$ cat config.mk
export PLATFORM = sky130hd
export DESIGN_NAME = sop_port
export DESIGN_NICKNAME = d
export VERILOG_FILES = /design/src/sop_pkg.sv /design/src/sop_port.sv
export VERILOG_INCLUDE_DIRS = /design/src
export SDC_FILE = /design/constraint.sdc
export NUM_CORES = 1
export LEC_CHECK = 0
export BUFFER_PORTS_ARGS = -buffer_cell sky130_fd_sc_hd__buf_2
export CAP_MARGIN = 30
export CORE_MARGIN = 5
export CORE_UTILIZATION = 45
export DETAILED_ROUTE_END_ITERATION = 8
export PLACE_DENSITY = 0.67
export SYNTH_ARGS = -nofsm -noshare
export SYNTH_HDL_FRONTEND = slang
export SYNTH_SLANG_ARGS = --single-unit
export TNS_END_PERCENT = 100
$ cat constraint.sdc
create_clock -name sys_clk -period 6.53 [get_ports sys_clk]
set_input_delay 1.306 -clock sys_clk [delete_from_list [all_inputs] [get_ports sys_clk]]
set_output_delay 1.306 -clock sys_clk [all_outputs]
set_load 0.01 [all_outputs]
$ cat src/sop_map.svh
// Constant map of the synchronous OTP read and program port.
`ifndef SOP_MAP_SVH
`define SOP_MAP_SVH
`define SOP_ROW_W       13
`define SOP_COL_W       9
`define SOP_ADDR_W      22
`define SOP_DQ_W        32
`define SOP_HALF_W      16
`define SOP_FIFO_DEPTH  16
`define SOP_LAT_DEF     3'h6
`define SOP_LAT_OFS     3'h2
`define SOP_BL8_DEF     1'b0
`define SOP_ILV_DEF     1'b0
`define SOP_MRS_LOCK    2'h3
`define SOP_MRS_BL_BIT  0
`define SOP_MRS_ILV_BIT 3
`define SOP_MRS_LAT_LSB 4
`define SOP_MRS_LAT_MSB 6
`define SOP_BL4         4'h4
`define SOP_BL8         4'h8
`define SOP_MASK4       3'h3
`define SOP_MASK8       3'h7
`endif

$ cat src/sop_pkg.sv
// Types shared by the synchronous OTP read and program port.
`include "sop_map.svh"
package sop_pkg;
   typedef enum logic [1:0] {
      SOP_IDLE  = 2'b00,
      SOP_PDOWN = 2'b01,
      SOP_BURST = 2'b10,
      SOP_PROG  = 2'b11
   } sop_state_t;

   // Active-low command strobes that travel together.
   typedef struct packed {
      logic cs_n;
      logic row_strobe_n;
      logic column_strobe_n;
      logic mode_set_strobe_n;
   } sop_cmd_t;

   // Complete state of the port controller.
   typedef struct packed {
      sop_state_t                st;
      logic                      cke_q;
      logic [`SOP_ROW_W-1:0]     row;
      logic [`SOP_COL_W-1:0]     col;
      logic [2:0]                beat;
      logic [3:0]                issue_left;
      logic [3:0]                out_left;
      logic                      wide;
      logic                      wait_rd;
      logic                      discard;
      logic [2:0]                lat_cnt;
      logic [2:0]                lat;
      logic                      bl8;
      logic                      ilv;
      logic [1:0]                lock;
      logic                      dqm1;
      logic [`SOP_DQ_W-1:0]      dq_out;
      logic                      oe_lo;
      logic                      oe_hi;
      logic                      ras_q;
      logic                      cas_q;
      logic                      ce_q;
      logic [`SOP_ROW_W-1:0]     prow;
      logic [`SOP_COL_W-1:0]     pcol;
      logic                      prd_pend;
      logic                      rd_req;
      logic                      prog_req;
      logic [`SOP_ADDR_W-1:0]    caddr;
      logic [`SOP_HALF_W-1:0]    pdata;
   } sop_port_t;
endpackage : sop_pkg

$ cat src/sop_port.sv
// Pin-level controller of the synchronous OTP with its read FIFO.
`timescale 1ns/10ps
`default_nettype none
`include "sop_map.svh"

// Read data FIFO with valid and ready on both sides.
module sop_fifo #(
   parameter int W = 32,
   parameter int D = 16
) (
   input  wire logic         sys_clk,   // System clock.
   input  wire logic         sys_rst,   // Asynchronous reset, high.
   input  wire logic         clr,       // Drops all stored words.
   input  wire logic         in_valid,  // Word offered.
   output logic              in_ready,  // Room for a word.
   input  wire logic [W-1:0] in_data,   // Word written.
   output logic              out_valid, // Word available.
   input  wire logic         out_ready, // Word taken.
   output logic [W-1:0]      out_data   // Oldest word.
);
   localparam int AW = $clog2(D);
   typedef struct packed {
      logic [AW-1:0] wp;
      logic [AW-1:0] rp;
      logic [AW:0]   cnt;
   } sop_fifo_t;

   sop_fifo_t    s_reg;
   sop_fifo_t    s_next;
   logic [W-1:0] mem [D];
   logic         do_wr;
   logic         do_rd;

   // Handshakes follow the fill count directly.
   assign in_ready  = (s_reg.cnt != (AW+1)'(D));
   assign out_valid = (s_reg.cnt != '0);
   assign out_data  = mem[s_reg.rp];
   assign do_wr     = in_valid & in_ready & ~clr;
   assign do_rd     = out_valid & out_ready & ~clr;

   // Pointer and count update; wrap relies on a power-of-two depth.
   always_comb begin
      s_next = s_reg;
      if (clr) begin
         s_next = '0;
      end else begin
         if (do_wr) begin
            s_next.wp = s_reg.wp + 1'b1;
         end
         if (do_rd) begin
            s_next.rp = s_reg.rp + 1'b1;
         end
         s_next.cnt = s_reg.cnt + (AW+1)'(do_wr) - (AW+1)'(do_rd);
      end
   end

   // State register.
   always_ff @(posedge sys_clk or posedge sys_rst) begin
      if (sys_rst) begin
         s_reg <= '0;
      end else begin
         s_reg <= s_next;
      end
   end

   // Storage array, written without reset.
   always_ff @(posedge sys_clk) begin
      if (do_wr) begin
         mem[s_reg.wp] <= in_data;
      end
   end
endmodule : sop_fifo

// Operation
// - Select low or open gives synchronous read.
// - Select high enters static programming.
// - Synchronous inputs sample on the rising clock.
// - Commands taken only with chip select low.
// - Low clock enable freezes the next cycle.
// - Row and column share thirteen inputs; row uses all.
// - Column is eight bits in 32-bit mode, nine in 16-bit.
// - Data driven only in read cycles, else floating.
// - Mask sampled high floats data two cycles later.
// - Width select per read: high 32-bit, low 16-bit.
// - 16-bit mode floats the upper sixteen lines.
// - Mux select low takes row and column inputs at once.
// - Mux select high latches row on row strobe rise.
// - Mux select high latches column on column strobe rise.
// - Mux select picks column inputs or strobes.
// - Low sixteen lines take program data, return read data.
// - Unused pins never affect behaviour.
// - Clock enable high ends power down; row kept.
module sop_port #(
   parameter int FIFO_DEPTH = `SOP_FIFO_DEPTH
) (
   input  wire logic                   sys_clk,                // Clock.
   input  wire logic                   sys_rst,                // Reset.
   input  wire logic                   static_mode_select,     // 1: program.
   input  wire logic                   address_multiplex_select, // Mux.
   input  wire sop_pkg::sop_cmd_t      sync_cmd,               // Strobes.
   input  wire logic                   clock_enable,           // Clock mask.
   input  wire logic                   output_mask,            // Out mask.
   input  wire logic                   width_select,           // 1: 32-bit.
   input  wire logic [`SOP_ROW_W-1:0]  address_inputs,         // Address.
   input  wire logic [`SOP_COL_W-1:0]  separate_column_inputs, // Column.
   input  wire logic                   chip_enable_n,          // Prog CE.
   input  wire logic                   output_enable_n,        // Prog OE.
   input  wire logic [`SOP_HALF_W-1:0] data_lines_in,          // Pin level.
   output logic [`SOP_DQ_W-1:0]        data_lines_out,         // Drive value.
   output logic                        data_lines_oe_lo,       // Low half.
   output logic                        data_lines_oe_hi,       // High half.
   output logic                        core_rd_req,            // Read pulse.
   output logic                        core_wide,              // 32-bit read.
   output logic [`SOP_ADDR_W-1:0]      core_addr,              // Word addr.
   input  wire logic [`SOP_DQ_W-1:0]   core_rd_data,           // Read data.
   input  wire logic                   core_rd_valid,          // Data pulse.
   output logic                        core_prog_req,          // Prog pulse.
   output logic [`SOP_HALF_W-1:0]      core_prog_data          // Prog data.
);
   import sop_pkg::*;

   sop_port_t             r_reg;
   sop_port_t             r_next;
   logic                  fifo_clr;
   logic                  fifo_push;
   logic                  fifo_in_ready;
   logic                  fifo_out_valid;
   logic                  fifo_pop;
   logic [`SOP_DQ_W-1:0]  fifo_out_data;
   logic                  cmd_ok;
   logic                  cmd_row;
   logic                  cmd_read;
   logic                  cmd_mrs;
   logic                  cmd_stop;

   // Column of one burst beat, sequential or interleaved.
   function automatic logic [`SOP_COL_W-1:0] sop_beat_col(
      input logic [`SOP_COL_W-1:0] base,
      input logic [2:0]            beat,
      input logic                  bl8,
      input logic                  ilv,
      input logic                  wide
   );
      logic [2:0]            mask;
      logic [2:0]            low;
      logic [`SOP_COL_W-1:0] col;
      mask = bl8 ? `SOP_MASK8 : `SOP_MASK4;
      low  = ilv ? (base[2:0] ^ beat) : (base[2:0] + beat);
      col  = {base[`SOP_COL_W-1:3], (base[2:0] & ~mask) | (low & mask)};
      if (wide) begin
         col[`SOP_COL_W-1] = 1'b0;
      end
      return col;
   endfunction : sop_beat_col

   // Command decode; chip select low and no lockout.
   assign cmd_ok   = ~sync_cmd.cs_n & (r_reg.lock == '0);
   assign cmd_mrs  = cmd_ok & ~sync_cmd.row_strobe_n
                   & ~sync_cmd.column_strobe_n & ~sync_cmd.mode_set_strobe_n;
   assign cmd_row  = cmd_ok & ~sync_cmd.row_strobe_n
                   & sync_cmd.column_strobe_n & sync_cmd.mode_set_strobe_n;
   assign cmd_read = cmd_ok & sync_cmd.row_strobe_n
                   & ~sync_cmd.column_strobe_n & sync_cmd.mode_set_strobe_n;
   assign cmd_stop = cmd_ok & sync_cmd.column_strobe_n
                   & ~sync_cmd.mode_set_strobe_n;

   // Queue core answers outside program mode unless their burst was cancelled.
   assign fifo_push = core_rd_valid & r_reg.wait_rd & ~r_reg.discard
                    & (r_reg.st != SOP_PROG);

   // Next-state logic for both operating modes.
   always_comb begin
      r_next          = r_reg;
      r_next.rd_req   = 1'b0;
      r_next.prog_req = 1'b0;
      r_next.ras_q    = sync_cmd.row_strobe_n;
      r_next.cas_q    = sync_cmd.column_strobe_n;
      r_next.ce_q     = chip_enable_n;
      r_next.cke_q    = clock_enable;
      fifo_clr        = 1'b0;
      fifo_pop        = 1'b0;
      if (core_rd_valid) begin
         r_next.wait_rd = 1'b0;
         r_next.discard = 1'b0;
      end
      if (static_mode_select) begin
         // Static programming; of the sync pins only the row and column strobes are used.
         r_next.st         = SOP_PROG;
         r_next.issue_left = '0;
         r_next.out_left   = '0;
         r_next.oe_hi      = 1'b0;
         r_next.discard    = r_reg.wait_rd & ~core_rd_valid;
         fifo_clr          = 1'b1;
         if (address_multiplex_select) begin
            if (sync_cmd.row_strobe_n & ~r_reg.ras_q) begin
               r_next.prow = address_inputs;
            end
            if (sync_cmd.column_strobe_n & ~r_reg.cas_q) begin
               r_next.pcol = address_inputs[`SOP_COL_W-1:0];
            end
            r_next.caddr = {r_reg.prow, r_reg.pcol};
         end else begin
            r_next.caddr = {address_inputs, separate_column_inputs};
         end
         // Program pulse on chip enable fall, output enable high.
         if (~chip_enable_n & r_reg.ce_q & output_enable_n) begin
            r_next.prog_req = 1'b1;
            r_next.pdata    = data_lines_in;
            r_next.oe_lo    = 1'b0;
         end
         // Both enables low: verify read on the low half.
         if (~chip_enable_n & ~output_enable_n) begin
            if (~r_reg.prd_pend & ~r_reg.wait_rd) begin
               r_next.rd_req   = 1'b1;
               r_next.prd_pend = 1'b1;
               r_next.wait_rd  = 1'b1;
            end
            if (core_rd_valid & r_reg.prd_pend) begin
               r_next.dq_out   = {{`SOP_HALF_W{1'b0}},
                                  core_rd_data[`SOP_HALF_W-1:0]};
               r_next.oe_lo    = 1'b1;
               r_next.prd_pend = 1'b0;
            end
         end else begin
            r_next.oe_lo    = 1'b0;
            r_next.prd_pend = 1'b0;
         end
      end else begin
         if (r_reg.st == SOP_PROG) begin
            r_next.st       = SOP_IDLE;
            r_next.oe_lo    = 1'b0;
            r_next.prd_pend = 1'b0;
         end
         // Core reads run on under suspend; an answer frees the next slot.
         if ((r_reg.issue_left != '0) & fifo_in_ready
             & (~r_reg.wait_rd | core_rd_valid)) begin
            r_next.rd_req     = 1'b1;
            r_next.wait_rd    = 1'b1;
            r_next.caddr      = {r_reg.row, sop_beat_col(r_reg.col,
                                 r_reg.beat, r_reg.bl8, r_reg.ilv,
                                 r_reg.wide)};
            r_next.beat       = r_reg.beat + 3'h1;
            r_next.issue_left = r_reg.issue_left - 4'h1;
         end
         if (r_reg.cke_q & (r_reg.st != SOP_PROG)) begin
            // Internal clock runs: sample, decode and step outputs.
            r_next.dqm1 = output_mask;
            if (r_reg.lock != '0) begin
               r_next.lock = r_reg.lock - 2'h1;
            end
            // Output stage; mask sampled one edge back floats the pins.
            if (r_reg.lat_cnt != '0) begin
               r_next.lat_cnt = r_reg.lat_cnt - 3'h1;
            end else if (r_reg.out_left != '0) begin
               if (fifo_out_valid) begin
                  fifo_pop        = 1'b1;
                  r_next.out_left = r_reg.out_left - 4'h1;
                  r_next.dq_out   = r_reg.wide ? fifo_out_data :
                     {{`SOP_HALF_W{1'b0}}, fifo_out_data[`SOP_HALF_W-1:0]};
                  r_next.oe_lo    = ~r_reg.dqm1;
                  r_next.oe_hi    = ~r_reg.dqm1 & r_reg.wide;
               end else begin
                  r_next.oe_lo = 1'b0;
                  r_next.oe_hi = 1'b0;
               end
            end else begin
               r_next.oe_lo = 1'b0;
               r_next.oe_hi = 1'b0;
               if (r_reg.st == SOP_BURST) begin
                  r_next.st = SOP_IDLE;
               end
            end
            if (cmd_stop & (r_reg.st == SOP_BURST)) begin
               // Burst stop or precharge ends the burst at once.
               r_next.issue_left = '0;
               r_next.out_left   = '0;
               r_next.oe_lo      = 1'b0;
               r_next.oe_hi      = 1'b0;
               r_next.st         = SOP_IDLE;
               r_next.discard    = r_reg.wait_rd & ~core_rd_valid;
               fifo_clr          = 1'b1;
            end else if (cmd_row) begin
               r_next.row = address_inputs;
            end else if (cmd_mrs & (r_reg.st == SOP_IDLE)) begin
               r_next.bl8  = address_inputs[`SOP_MRS_BL_BIT];
               r_next.ilv  = address_inputs[`SOP_MRS_ILV_BIT];
               r_next.lat  =
                  address_inputs[`SOP_MRS_LAT_MSB:`SOP_MRS_LAT_LSB];
               r_next.lock = `SOP_MRS_LOCK;
            end else if (cmd_read) begin
               // Read: latch column and width, restart the burst.
               r_next.wide       = width_select;
               r_next.col        = width_select ?
                  {1'b0, address_inputs[`SOP_COL_W-2:0]} :
                  address_inputs[`SOP_COL_W-1:0];
               r_next.beat       = '0;
               r_next.issue_left = r_reg.bl8 ? `SOP_BL8 : `SOP_BL4;
               r_next.out_left   = r_reg.bl8 ? `SOP_BL8 : `SOP_BL4;
               r_next.lat_cnt    = r_reg.lat - `SOP_LAT_OFS;
               r_next.st         = SOP_BURST;
               r_next.rd_req     = 1'b0;
               r_next.wait_rd    = r_reg.wait_rd & ~core_rd_valid;
               r_next.discard    = r_reg.wait_rd & ~core_rd_valid;
               r_next.oe_lo      = 1'b0;
               r_next.oe_hi      = 1'b0;
               fifo_clr          = 1'b1;
            end
            if ((r_reg.st == SOP_IDLE) & ~clock_enable & sync_cmd.cs_n) begin
               r_next.st = SOP_PDOWN;
            end
         end else if (r_reg.st == SOP_PDOWN) begin
            // Power down freezes all; row address kept.
            if (clock_enable) begin
               r_next.st = SOP_IDLE;
            end
         end
      end
   end

   // State register.
   always_ff @(posedge sys_clk or posedge sys_rst) begin
      if (sys_rst) begin
         r_reg       <= '0;
         r_reg.st    <= SOP_IDLE;
         r_reg.cke_q <= 1'b1;
         r_reg.lat   <= `SOP_LAT_DEF;
         r_reg.bl8   <= `SOP_BL8_DEF;
         r_reg.ilv   <= `SOP_ILV_DEF;
         r_reg.ras_q <= 1'b1;
         r_reg.cas_q <= 1'b1;
         r_reg.ce_q  <= 1'b1;
      end else begin
         r_reg <= r_next;
      end
   end

   // Read data queue to the output stage.
   sop_fifo #(
      .W (`SOP_DQ_W),
      .D (FIFO_DEPTH)
   ) u_fifo (
      .sys_clk   (sys_clk),
      .sys_rst   (sys_rst),
      .clr       (fifo_clr),
      .in_valid  (fifo_push),
      .in_ready  (fifo_in_ready),
      .in_data   (core_rd_data),
      .out_valid (fifo_out_valid),
      .out_ready (fifo_pop),
      .out_data  (fifo_out_data)
   );

   // Registered outputs.
   assign data_lines_out   = r_reg.dq_out;
   assign data_lines_oe_lo = r_reg.oe_lo;
   assign data_lines_oe_hi = r_reg.oe_hi;
   assign core_rd_req      = r_reg.rd_req;
   assign core_wide        = r_reg.wide & (r_reg.st != SOP_PROG);
   assign core_addr        = r_reg.caddr;
   assign core_prog_req    = r_reg.prog_req;
   assign core_prog_data   = r_reg.pdata;
endmodule : sop_port
`default_nettype wire

=== Word level (Yosys, flattened, before mapping) ===
Memories as Yosys holds them, arrays and structs flattened.
Cells that the tools add are included.

* Multiplexer cells: 89
* Equality and inequality tests: 10
* Reductions and logical operators: 23
* Bitwise operators: 60
* Add/sub/neg operators: 11

{| class="wikitable"
|+ Operators with widths
! cell !! count
|-
| 32-bit 2-to-1 mux || 4
|-
| 34-bit 2-to-1 mux || 2
|-
| 22-bit 2-to-1 mux || 3
|-
| 59-bit 2-to-1 mux || 1
|-
| 2-bit 2-to-1 mux || 25
|-
| 1-bit bitwise AND || 35
|-
| 17-bit 2-to-1 mux || 2
|-
| 1-bit 2-to-1 mux || 33
|-
| 33-bit 2-to-1 mux || 1
|-
| 24-bit 2-to-1 mux || 1
|-
| 4-bit 2-to-1 mux || 6
|-
| 1-bit NOT || 19
|-
| 8-bit 2-to-1 mux || 2
|-
| 2-bit nonzero test || 8
|-
| 7-bit 2-to-1 mux || 2
|-
| 13-bit 2-to-1 mux || 1
|-
| 3-bit 2-to-1 mux || 4
|-
| 6-bit AND reduction || 2
|-
| 10-bit 2-to-1 mux || 1
|-
| 9-bit 2-to-1 mux || 1
|-
| 4-bit by 1-bit adder with 4-bit output (second input constant) || 2
|-
| 4-bit nonzero test || 2
|-
| 4-bit by 1-bit subtractor with 4-bit output (second input constant) || 2
|-
| 3-bit bitwise AND || 2
|-
| other kinds (25) || 32
|}

* Memories kept: 1
* Output and inout bits: 75
* RAM bits: 512
* Bits in registers: 163
* Word-level logic and storage cells: 226

{| class="wikitable"
|+ Memories
! name !! words !! width !! rd ports !! clocked after Yosys merged registers in !! write ports !! line !! text
|-
| u_fifo.mem || 16 || 32 || 1 || 0 || 1 || sop_port.sv:30 || <nowiki>logic [W-1:0] mem [D];</nowiki>
|}

=== Depth between registers and ports, before layout ===
Gate-level depths: netlist of the first run.

* Depth after elaboration: 16
* Mapped depth: 15

=== Cells and area by module ===
From an unflattened synthesis of the first run, not the netlist that was laid out.

* Cell total of the unflattened synthesis: 1688
* Area, all modules: 27979.3 µm²

{| class="wikitable"
|+ Modules (own cells, without submodules)
! module !! instances !! cells an instance !! area an instance (µm²)
|-
| sop_fifo || 1 || 1031 || 20407.1
|-
| sop_port || 1 || 657 || 7572.3
|}

=== Worst setup path before layout of the first run ===
No wires, ideal clock.

* Kind: input to register
* From: in sync_cmd[2] in the netlist's numbering
* To: mem u_fifo.mem[0][0] (enable)
* Library setup time: 513 ps
* Path slack: 490 ps
* Path buffers: 0
* Stages: 4
* Data arrival time: 5528 ps
* Path through: and3b_1 -> o21ai_1 -> o211ai_1 -> nor4b_1

* Word-level cells in the longest chain between the ends: 14
* Elaborated cells on any way between the ends: 20

{| class="wikitable"
|+ RTL lines
! item !! line !! text
|-
| from (decl) || sop_port.sv:100 || <nowiki>input wire sop_pkg::sop_cmd_t sync_cmd,</nowiki>
|-
| 1-bit NOT || sop_port.sv:158, sop_port.sv:160 ||
|-
| 1-bit bitwise AND || sop_port.sv:158, sop_port.sv:160 ||
|-
| 1-bit bitwise AND (2 in series) || sop_port.sv:159 || <nowiki>& ~sync_cmd.column_strobe_n & ~sync_cmd.mode_set_strobe_n;</nowiki>
|-
| 1-bit bitwise AND || sop_port.sv:284 || <nowiki>end else if (cmd_mrs & (r_reg.st == SOP_IDLE)) begin</nowiki>
|-
| 1-bit 2-to-1 mux || sop_port.sv:284 ||
|-
| 1-bit 2-to-1 mux (*) || sop_port.sv:282 || <nowiki>end else if (cmd_row) begin</nowiki>
|-
| 1-bit 2-to-1 mux (*) || sop_port.sv:273 || <nowiki>if (cmd_stop & (r_reg.st == SOP_BURST)) begin</nowiki>
|-
| 1-bit 2-to-1 mux (*) || sop_port.sv:245 || <nowiki>if (r_reg.cke_q & (r_reg.st != SOP_PROG)) begin</nowiki>
|-
| 1-bit 2-to-1 mux (*) || sop_port.sv:186 || <nowiki>if (static_mode_select) begin</nowiki>
|-
| 1-bit NOT (*) || sop_port.sv:38 || <nowiki>assign do_wr = in_valid & in_ready & ~clr;</nowiki>
|-
| 1-bit bitwise AND (*) || sop_port.sv:38 ||
|-
| 1-bit 2-to-1 mux (*) || sop_port.sv:68 || <nowiki>if (do_wr) begin</nowiki>
|-
| 1-bit 2-to-1 mux (implied by the code) (*) || sop_port.sv:69 || <nowiki>mem[s_reg.wp] <= in_data;</nowiki>
|-
| to (decl) || sop_port.sv:30 ||
|}

Every way passes the cells marked *; elsewhere a longest branch is shown, timed or not.

==> results of run 1 <==
area by class of cell:
type                       instances  area [um^2]  area share, %
sequential                       675        19500           62.4
multi-input combinational        729         7160           23.0
clock buffer                      98         1990           6.37
timing repair buffer             195         1120           3.59
tap                              782          978           3.14
clock inverter                    29          344           1.10
inverter                          30          118          0.377
how the worst min path moves through the flow:
stage	from	to	slack [ns]	cells past startpoint
CTS	core_prog_data[4]	core_prog_data[4]	0.47	2
global route	core_prog_data[11]	core_prog_data[11]	0.50	2
global placement	core_prog_data[4]	core_prog_data[4]	0.45	2
detailed placement	core_prog_data[4]	core_prog_data[4]	0.46	2
floorplan	core_prog_data[0]	core_prog_data[0]	0.45	2
finish	core_prog_data[4]	core_prog_data[4]	0.46	2
metal layers:
| layer | vias up | part of all wire (%) |
|---|---|---|
| met5 | - | 0.075 |
| met4 | 6 | 2.6 |
| met3 | 110 | 6.5 |
| met2 | 518 | 49 |
| met1 | 7681 | 41 |
| li1 | 6413 | - |
worst max-delay path, stage by stage:
cell	delay (ns)
buf_2	0.15
nor4bb_1	0.49
o21ai_1	0.31
o211ai_1	0.32
buf_4	0.38
inv_1	0.08
ha_1	0.24
fa_1	0.45
a21oi_1	0.15
nor2_1	0.06
or3_1	0.35
a21oi_1	0.14
cell usage after synthesis (14+ instances only):
master	instances	area, um^2
nor2_1	30	113
a221oi_1	17	149
nand2_1	135	507
clkbuf_1	49	184
ha_1	19	238
buf_2	18	90.1
buf_1	14	52.6
nand3_1	16	80.1
edfxtp_1	512	15400
mux2i_1	58	581
mux2_2	51	574
inv_1	28	105
o221ai_1	25	219
a22o_1	18	158
dfrtp_1	157	3930
o21ai_0	90	450
nor3_1	14	70.1
buf_4	70	526
mux4_2	126	2840
kinds of logic (layout without fill, tap and decap cells):
| logic type | count (synthesis) | count (layout) |
|---|---|---|
| flops | 675 | 675 |
| simple gates | 254 | 254 |
| mux | 235 | 235 |
| compound gates | 209 | 209 |
| buf+inv | 186 | 352 |
| fa+ha+maj | 21 | 21 |
| xor+xnor | 10 | 10 |
power by group through the flow:
| stage | combinational, uW | clock [uW] | sequential (uW) |
|---|---|---|---|
| 6_report | 1010 | 3990 | 5050 |
| 5_1_grt | 1120 | 4260 | 5080 |
| 3_5_place_dp | 1000 | 0 | 5130 |
| 2_1_floorplan | 790 | 0 | 5080 |
| 4_1_cts | 1010 | 4080 | 5050 |
| 3_3_place_gp | 973 | 0 | 5120 |
per-stage QoR:
step	util, %	instance area [um^2]
after detailed placement	47.6	28800
after floorplan	-	27500
after global routing	51.6	31200
after global placement	47.6	28800
after CTS	51.5	31100
final	51.6	31200
==> qor.csv, run 1 <==
stage,metric,value,unit
sta,Setup Skew,0.0245,ns
global_route,grt met1 use,24.8,%
global_route,met2 Usage GRT,30.0,%
critical_path,r2r startpoint,u_fifo.s_reg[2],
clock_tree,CTS Buffer Depth,3,
place,Final Wtd Congestion,0.808,
synthesis,Syn. warnings,0,
synthesis,multiplexer share of the synthesized area,14.5,%
place,Buffers on Ports,158,
clock_tree,postcts setup bufs,0,
clock_tree,CTS tree,yes,
power,maximum VDD drop,0.000195,V
place,dpl hpwl,35.6,mm
floorplanning,io pins,159,
synthesis,Synth Area in Simple Gates,4.40,%
power,Pwr Density,322,mW/mm^2
critical_path,CP endpoint kind,flip-flop,
synthesis,dominant synthesized flop cell,edfxtp_1,
power,combinational share of power,10.0,%
floorplanning,Initial Util,45.5,%
clock_tree,later-pin clock latency in the skew report,0.61,ns
sta,Final Max Tran Viols,0,
critical_path,"Arr. time, crit path",4.43,ns
power,sw frac,23.9,%
detailed_routing,Via-to-Cell Ratio,5.80,
power,Clock power frac,39.7,%
layout,max FFs per register,512,
critical_path,type of the worst setup path,in2reg,
job,Max-cap violations,0,
clock_tree,Post-CTS Hold Buffers,0,
critical_path,CP max FO,17,
sta,Fin. Hold Viols,0,
clock_tree,root buf cell,clkbuf_16,
floorplanning,Die X,257,um
clock_tree,H-tree Lvls,3,
sta,fin worst setup slack,2.60,ns
critical_path,worst setup path end,u_fifo.s_reg[4],
sta,headroom to the max-slew limit,31.1,%
sta,period utilization,60.2,%
global_route,met3 Resource Use GR,4.04,%
power,Final Total Pwr,10000,uW
sta,unrepaired setup endpoints after global routing,false,
sta,Final min period,3.93,ns
global_route,largest net degree at the start of global routing,65,
detailed_routing,WL/cell,24.1,um
floorplanning,die height,257,um
synthesis,cells after synthesis,1590,
synthesis,"FFs w/ async S/R, synth",24.1,%
min_path,worst min path class,reg2reg,
layout,n_diodes,0,
power,internal power,7640,uW
critical_path,R2R setup slack,2.73,ns
detailed_routing,Routed Antenna Nets,0,
synthesis,Synth Register Bits,675,
detailed_routing,total number of vias,14700,
global_route,initial antenna violation count,3,
critical_path,CP required,7.03,ns
layout,"commonest cells after routing, fill and taps aside","edfxtp_1 (512), buf_2 (158), dfrtp_1 (153)",
global_route,total congestion overflow,0,
synthesis,main combinational cell family by area after synthesis,multiplexers,
critical_path,CP Launch Point,sync_cmd[1],
detailed_routing,final wirelength,61.2,mm
layout,# nets final,1806,
synthesis,mapped cell area,0.0275,mm^2
synthesis,synthesized net count,1695,
critical_path,Worst R2R End,u_fifo.s_reg[4],
synthesis,Post-Synth XOR/XNOR Area,0.318,%
floorplanning,site row count,90,
power,Seq pwr share,50.3,%
synthesis,Post-Synth Adder-Cell Area,1.01,%
place,Inst Count DP,2409,
detailed_routing,drt pass-1 iters,7,
layout,share of layout cells above drive strength 1,29.7,%
layout,fillers,4825,
clock_tree,Clock Sinks,675,
global_route,GRT Util Overall,18.3,%
layout,Syn-to-layout area delta,13.3,%
global_route,vias in the first global route,15200,
clock_tree,"Reg clk slew, reported paths",0.06,ns
global_route,gr busiest metal,met2,
sta,worst slew pin tran,1.03,ns
outcome,status,"complete, no violations",
sta,WHS,0.463,ns
power,Pleak,0.0108,uW
layout,final std cells w/o fill,2538,
global_route,global-route wire length before repair,93.8,mm
sta,Setup-failing EPs final,0,
floorplanning,Die ar.,0.0662,mm^2
detailed_routing,# DRC,0,
clock_tree,Num CTS Buffers,70,
critical_path,Reg2Reg Depth,13,
place,Worst Setup Slack post-DPL,2.08,ns
synthesis,post-synth cell types,71,
synthesis,register area share after synthesis,70.7,%
synthesis,Mean Syn Cell Area,17.3,um^2
synthesis,Synth Area in Compound Gates,5.34,%
layout,"most common cell after layout, fill and taps aside",edfxtp_1,
sta,setup TNS,0,ns
power,Psw,2400,uW
sta,fmax,254,MHz
clock_tree,CTS resizes,0,
detailed_routing,initial DRC count,1477,
critical_path,Critical Path Source Type,input pin,
floorplanning,Core ar.,0.0605,mm^2
synthesis,Post-synth EDFFs,512,
Power figures use the tool's default switching activity.
==> run 2: changes to the inputs <==
PLACE_DENSITY = 0.69   (was 0.67)
clock period = 3.52 ns   (was 6.53 ns; I/O delays follow)
==> run 2 against run 1 <==
  * Non-clock buffer count grew 25
  * Sequential share of layout area shrank 0.44 points
  * First-iteration DRC count shrank 12%
  * Largest power group unchanged
  * Worst hold slack lost 0.23 ns
  * Critical endpoint unchanged
  * Sequential cell count is the same
  * Register-to-register slack lost 2.4 ns
==> qor.csv, run 2 (synthesized netlist as in run 1, its figures left out) <==
stage,metric,value,unit,change
outcome,status,"complete, no violations",,
sta,fmax,312,MHz,
sta,period utilization,91.1,%,
clock_tree,Clock Sinks,675,,unchanged
floorplanning,Core ar.,0.0605,mm^2,unchanged
global_route,initial antenna violation count,1,,-2
layout,fillers,4767,,-1.2%
clock_tree,H-tree Lvls,3,,unchanged
sta,unrepaired setup endpoints after global routing,false,,
detailed_routing,# DRC,0,,unchanged
floorplanning,Initial Util,45.5,%,unchanged
sta,worst slew pin tran,0.930,ns,-0.100 ns
floorplanning,io pins,159,,unchanged
detailed_routing,final wirelength,60.1,mm,-1.9%
detailed_routing,drt pass-1 iters,5,,-2
global_route,GRT Util Overall,17.9,%,-0.32 points
layout,max FFs per register,512,,unchanged
clock_tree,postcts setup bufs,0,,unchanged
min_path,worst min path class,in2reg,,
sta,Fin. Hold Viols,0,,unchanged
clock_tree,"Reg clk slew, reported paths",0.06,ns,about the same
sta,headroom to the max-slew limit,37.9,%,+6.8 points
layout,# nets final,1831,,+1.4%
layout,share of layout cells above drive strength 1,30.8,%,+1.1 points
critical_path,CP required,4.04,ns,-2.99 ns
sta,Final Max Tran Viols,0,,unchanged
critical_path,CP max FO,7,,-10
layout,Util after Layout,51.9,%,+0.37 points
layout,"commonest cells after routing, fill and taps aside","edfxtp_1 (512), buf_2 (158), dfrtp_1 (153)",,
power,Pwr Density,586,mW/mm^2,+82%
floorplanning,die height,257,um,unchanged
power,Pleak,0.0109,uW,+0.93%
clock_tree,CTS Buffer Depth,3,,unchanged
sta,Setup Skew,0.0236,ns,-0.000932 ns
critical_path,"Arr. time, crit path",3.73,ns,-0.70 ns
floorplanning,Die X,257,um,unchanged
detailed_routing,Via-to-Cell Ratio,5.72,,-1.3%
detailed_routing,total number of vias,14700,,-0.26%
clock_tree,later-pin clock latency in the skew report,0.61,ns,about the same
critical_path,CP endpoint kind,flip-flop,,
sta,Final min period,3.21,ns,
critical_path,Critical Path Source Type,flip-flop,,
clock_tree,CTS tree,yes,,
place,Worst Setup Slack post-DPL,-0.00246,ns,-2.08 ns
layout,Syn-to-layout area delta,14.1,%,
sta,fin worst setup slack,0.314,ns,-2.28 ns
clock_tree,Num CTS Buffers,70,,unchanged
floorplanning,Die ar.,0.0662,mm^2,unchanged
global_route,total congestion overflow,0,,unchanged
global_route,global-route wire length before repair,92.2,mm,-1.7%
sta,WHS,0.231,ns,-0.233 ns
detailed_routing,WL/cell,23.4,um,-3.0%
critical_path,type of the worst setup path,reg2reg,,
place,Final Wtd Congestion,0.829,,+2.6%
global_route,vias in the first global route,15100,,-0.61%
sta,Setup-failing EPs final,0,,unchanged
detailed_routing,initial DRC count,1306,,-12%
global_route,largest net degree at the start of global routing,63,,-3.1%
layout,"most common cell after layout, fill and taps aside",edfxtp_1,,
floorplanning,site row count,90,,unchanged
power,maximum VDD drop,0.000405,V,+110%
place,dpl hpwl,37.0,mm,+3.9%
clock_tree,root buf cell,clkbuf_16,,
detailed_routing,Routed Antenna Nets,0,,unchanged
job,Max-cap violations,0,,unchanged
place,Buffers on Ports,158,,unchanged
run 2: cell count changes in the layout (fill, tap and decap cells not counted), moves of 2 or more:
cell | before | now
clkinv_1 | 10 | 12
nor4b_2 | 4 | 0
clkinvlp_4 | 3 | 6
clkbuf_8 | 11 | 4
buf_12 | 1 | 9
clkinv_2 | 8 | 14
buf_4 | 34 | 52
bufinv_16 | 5 | 3
nor4b_4 | 0 | 4
run 2: timing repair:
action | 4_1_cts | 5_1_grt
setup endpoints to repair | 0 | 1
endpoints found under the hold margin | 0 | 0
resized for setup | 0 | 1
hold buffers | 0 | 0
run 2: final timing paths:
| kind | cells past startpoint | slack [ns] | end | start |
|---|---|---|---|---|
| max | 11 | 0.31 | u_fifo.s_reg[4] | r_reg[148] |
| min | 1 | 0.23 | r_reg[63] | chip_enable_n |
| max reg2reg | 11 | 0.31 | u_fifo.s_reg[4] | r_reg[148] |
| min reg2reg | 2 | 0.48 | core_prog_data[11] | core_prog_data[11] |
| max in group asynchronous | 3 | 2.44 | core_addr[20] | sys_rst |
| min in group asynchronous | 2 | 0.24 | r_reg[105] | sys_rst |
run 2: layout make-up:
type,instances,area (um^2),share of cell area (%)
clock inverter,39,357,1.14
tap,782,978,3.12
clock buffer,90,1890,6.01
inverter,30,116,0.370
sequential,675,19500,62.0
multi-input combinational,729,7210,22.9
antenna,1,2.50,0.00797
timing repair buffer,220,1390,4.42
run 2: report_power, final:
group	leakage, uW	internal, uW	total, uW	switching (uW)
Combinational	0.00317	777	1880	1110
Clock	0.00109	4070	7140	3070
Sequential	0.00667	9060	9380	315
Total	0.0109	13900	18400	4490
run 2: per-layer routing:
metal	global-route usage, %	share of wire [%]
met1	24.8	42
met2	29.1	49
met3	4.21	6.6
met4	4.76	2.2
met5	0	0
run 2: critical path, cell delays in order, from the launching register on:
cell and delay, ns:
dfrtp_1 0.45, nor4bb_1 0.58, o21ai_1 0.20, buf_4 0.20, o211ai_1 0.25, inv_1 0.08
ha_1 0.23, fa_1 0.43, a21oi_1 0.14, nor2_1 0.06, or3_1 0.35, a21oi_1 0.16
run 2: stage by stage:
stage	power, uW	std cells	cell area (um^2)	TNS, ns
6_report	18400	2566	31400	0
5_1_grt	19200	2566	31400	0
4_1_cts	18600	2565	31400	0
3_5_place_dp	11400	2436	29200	-0.00246
2_1_floorplan	10900	1590	27600	-241.33
3_3_place_gp	11300	2434	29100	0
==> run 3: changes to the inputs <==
CORE_UTILIZATION = 50   (was 45)
PLACE_DENSITY = 0.75   (was 0.69)
==> run 3 against run 2 <==
  * Count of clock-buffer cells in the layout increased by 5
  * Core utilization rose by 5.4 points
  * First-iteration DRC count rose by 7.7%
  * Sequential cell count stayed put
  * Fmax is 3.4% higher
  * Design area about the same
  * Clock power rose by 4.1%
  * Critical path type unchanged
  * Via count is 1.6% higher
  * Sequential power barely moved
  * Combinational power about the same
  * Highest routed layer is now met5
==> qor.csv, run 3 (synthesized netlist as in run 1, its figures left out) <==
stage,metric,value,unit,change
critical_path,R2R setup slack,0.42,ns,+0.11 ns
sta,WHS,0.105,ns,-0.126 ns
sta,unrepaired setup endpoints after global routing,false,,
sta,setup TNS,0,ns,unchanged
layout,max FFs per register,512,,unchanged
layout,"commonest cells after routing, fill and taps aside","edfxtp_1 (512), buf_2 (158), dfrtp_1 (153)",,
sta,period utilization,88.1,%,-3.0 points
sta,Final Max Tran Viols,0,,unchanged
detailed_routing,final wirelength,60.3,mm,+0.43%
place,"Cell Area, Placed",0.0291,mm^2,-0.29%
power,Pleak,0.0110,uW,+0.51%
layout,Final Cell Area,0.0314,mm^2,about the same
sta,Final min period,3.10,ns,-0.106 ns
critical_path,CP endpoint kind,flip-flop,,
place,dpl hpwl,36.1,mm,-2.6%
sta,Setup Skew,0.0192,ns,-0.00441 ns
detailed_routing,Via-to-Cell Ratio,5.99,,+4.6%
critical_path,CP required,4.06,ns,+0.02 ns
critical_path,CP max FO,4,,-3
layout,"most common cell after layout, fill and taps aside",edfxtp_1,,
global_route,GRT Util Overall,20.2,%,+2.3 points
critical_path,CP top delay family,adder cells,,
critical_path,CP Buf/Inv Count,3,,+1
layout,fillers,4005,,-16%
floorplanning,Initial Util,50.3,%,+4.7 points
detailed_routing,initial DRC count,1406,,+7.7%
floorplanning,site row count,86,,-4.4%
place,Inst Count DP,2361,,-3.1%
min_path,worst min path class,in2async,,
sta,fmax,323,MHz,+3.4%
floorplanning,die height,245,um,-4.9%
critical_path,critical path cell sequence,"inv_1, ha_1, nor3b_1, nor3_1, nand3_1, inv_1, ha_1, inv_1, ha_1, fa_1, a21oi_1, nor2_1, or3_1, a21oi_1",,
power,Pwr Density,595,mW/mm^2,+1.6%
global_route,vias in the first global route,15300,,+1.5%
layout,final std cells w/o fill,2492,,-2.9%
outcome,status,"complete, no violations",,
sta,headroom to the max-slew limit,34.7,%,-3.1 points
detailed_routing,# DRC,0,,unchanged
clock_tree,CTS resizes,0,,unchanged
critical_path,Crit-path slowest cell,fa_1,,
clock_tree,Post-CTS Hold Buffers,0,,unchanged
global_route,initial antenna violation count,3,,+2
clock_tree,CTS tree,yes,,
layout,Multi-input gate area,0.00721,mm^2,unchanged
floorplanning,io pins,159,,unchanged
clock_tree,Clock Sinks,675,,unchanged
job,Max-cap violations,0,,unchanged
layout,# nets final,1834,,+0.16%
detailed_routing,drt pass-1 iters,5,,unchanged
critical_path,Critical Path Source Type,flip-flop,,
clock_tree,root buf cell,clkbuf_16,,
clock_tree,CTS Buffer Depth,3,,unchanged
clock_tree,H-tree Lvls,3,,unchanged
clock_tree,later-pin clock latency in the skew report,0.62,ns,about the same
power,maximum VDD drop,0.000403,V,-0.55%
sta,worst slew pin tran,0.979,ns,+0.0492 ns
global_route,global-route wire length before repair,92.9,mm,+0.74%
floorplanning,Die X,245,um,-4.9%
floorplanning,Die ar.,0.0598,mm^2,-9.6%
floorplanning,Core ar.,0.0548,mm^2,-9.4%
layout,Syn-to-layout area delta,14.1,%,about the same
detailed_routing,Routed Antenna Nets,0,,unchanged
critical_path,highest cell delay on the worst timing path,0.43,ns,-0.15 ns
place,Buffers on Ports,158,,unchanged
critical_path,"Arr. time, crit path",3.64,ns,-0.09 ns
sta,Fin. Hold Viols,0,,unchanged
clock_tree,Num CTS Buffers,70,,unchanged
global_route,largest net degree at the start of global routing,78,,+24%
critical_path,type of the worst setup path,reg2reg,,
place,Final Wtd Congestion,0.862,,+3.9%
layout,share of layout cells above drive strength 1,30.7,%,-0.069 points
clock_tree,"Reg clk slew, reported paths",0.06,ns,about the same
detailed_routing,total number of vias,14900,,+1.6%
layout,Reg area,0.0195,mm^2,unchanged
sta,Setup-failing EPs final,0,,unchanged
clock_tree,postcts setup bufs,0,,unchanged
detailed_routing,WL/cell,24.2,um,+3.4%
global_route,total congestion overflow,0,,unchanged
==> run 3: cell count changes in the layout (fill, tap and decap cells not counted), moves of 2 or more <==
cell,change
clkinvlp_4,-3
clkbuf_1,+3
inv_16,+3
clkinv_16,-2
clkinv_2,-5
buf_4,+3
bufinv_16,+3
==> run 3: final timing paths <==
check / cells past startpoint / startpoint / endpoint
max: 14 / r_reg[114] / u_fifo.s_reg[4]
min: 2 / sys_rst / core_prog_data[15]
max reg2reg: 14 / r_reg[114] / u_fifo.s_reg[4]
min reg2reg: 2 / core_prog_data[12] / core_prog_data[12]
max in group asynchronous: 3 / sys_rst / u_fifo.s_reg[5]
min in group sys_clk: 1 / chip_enable_n / r_reg[63]
==> run 3: layout make-up <==
type                       count  area share (%)
antenna                        1         0.00797
clock buffer                  95            6.17
clock inverter                35            1.21
inverter                      30           0.371
multi-input combinational    729            22.9
sequential                   675            62.0
tap                          704            2.81
timing repair buffer         223            4.47
==> run 3: layer usage <==
| layer | up-vias | global-route usage (%) | share of wire (%) |
|---|---|---|---|
| li1 | 6465 | - | - |
| met1 | 7692 | 27.6 | 40 |
| met2 | 632 | 32.8 | 49 |
| met3 | 123 | 4.25 | 7.5 |
| met4 | 6 | 7.11 | 2.9 |
| met5 | - | 0 | 0.063 |
==> run 3: stage by stage <==
step	utilization, %	worst slack (ns)	power (uW)
global route	57.3	0.172	19500
finish	57.3	0.420	18700
global placement	53.0	0.0505	11300
CTS	57.3	0.250	18900
detailed placement	53.1	0.113	11400
floorplan	-	-1.01	10900
==> run 3: power by group <==
group	switching [uW]	internal [uW]	leakage [uW]
registers	299	9060	0.00667
logic	1130	781	0.00318
clock network	3070	4350	0.00113
total	4500	14200	0.0110
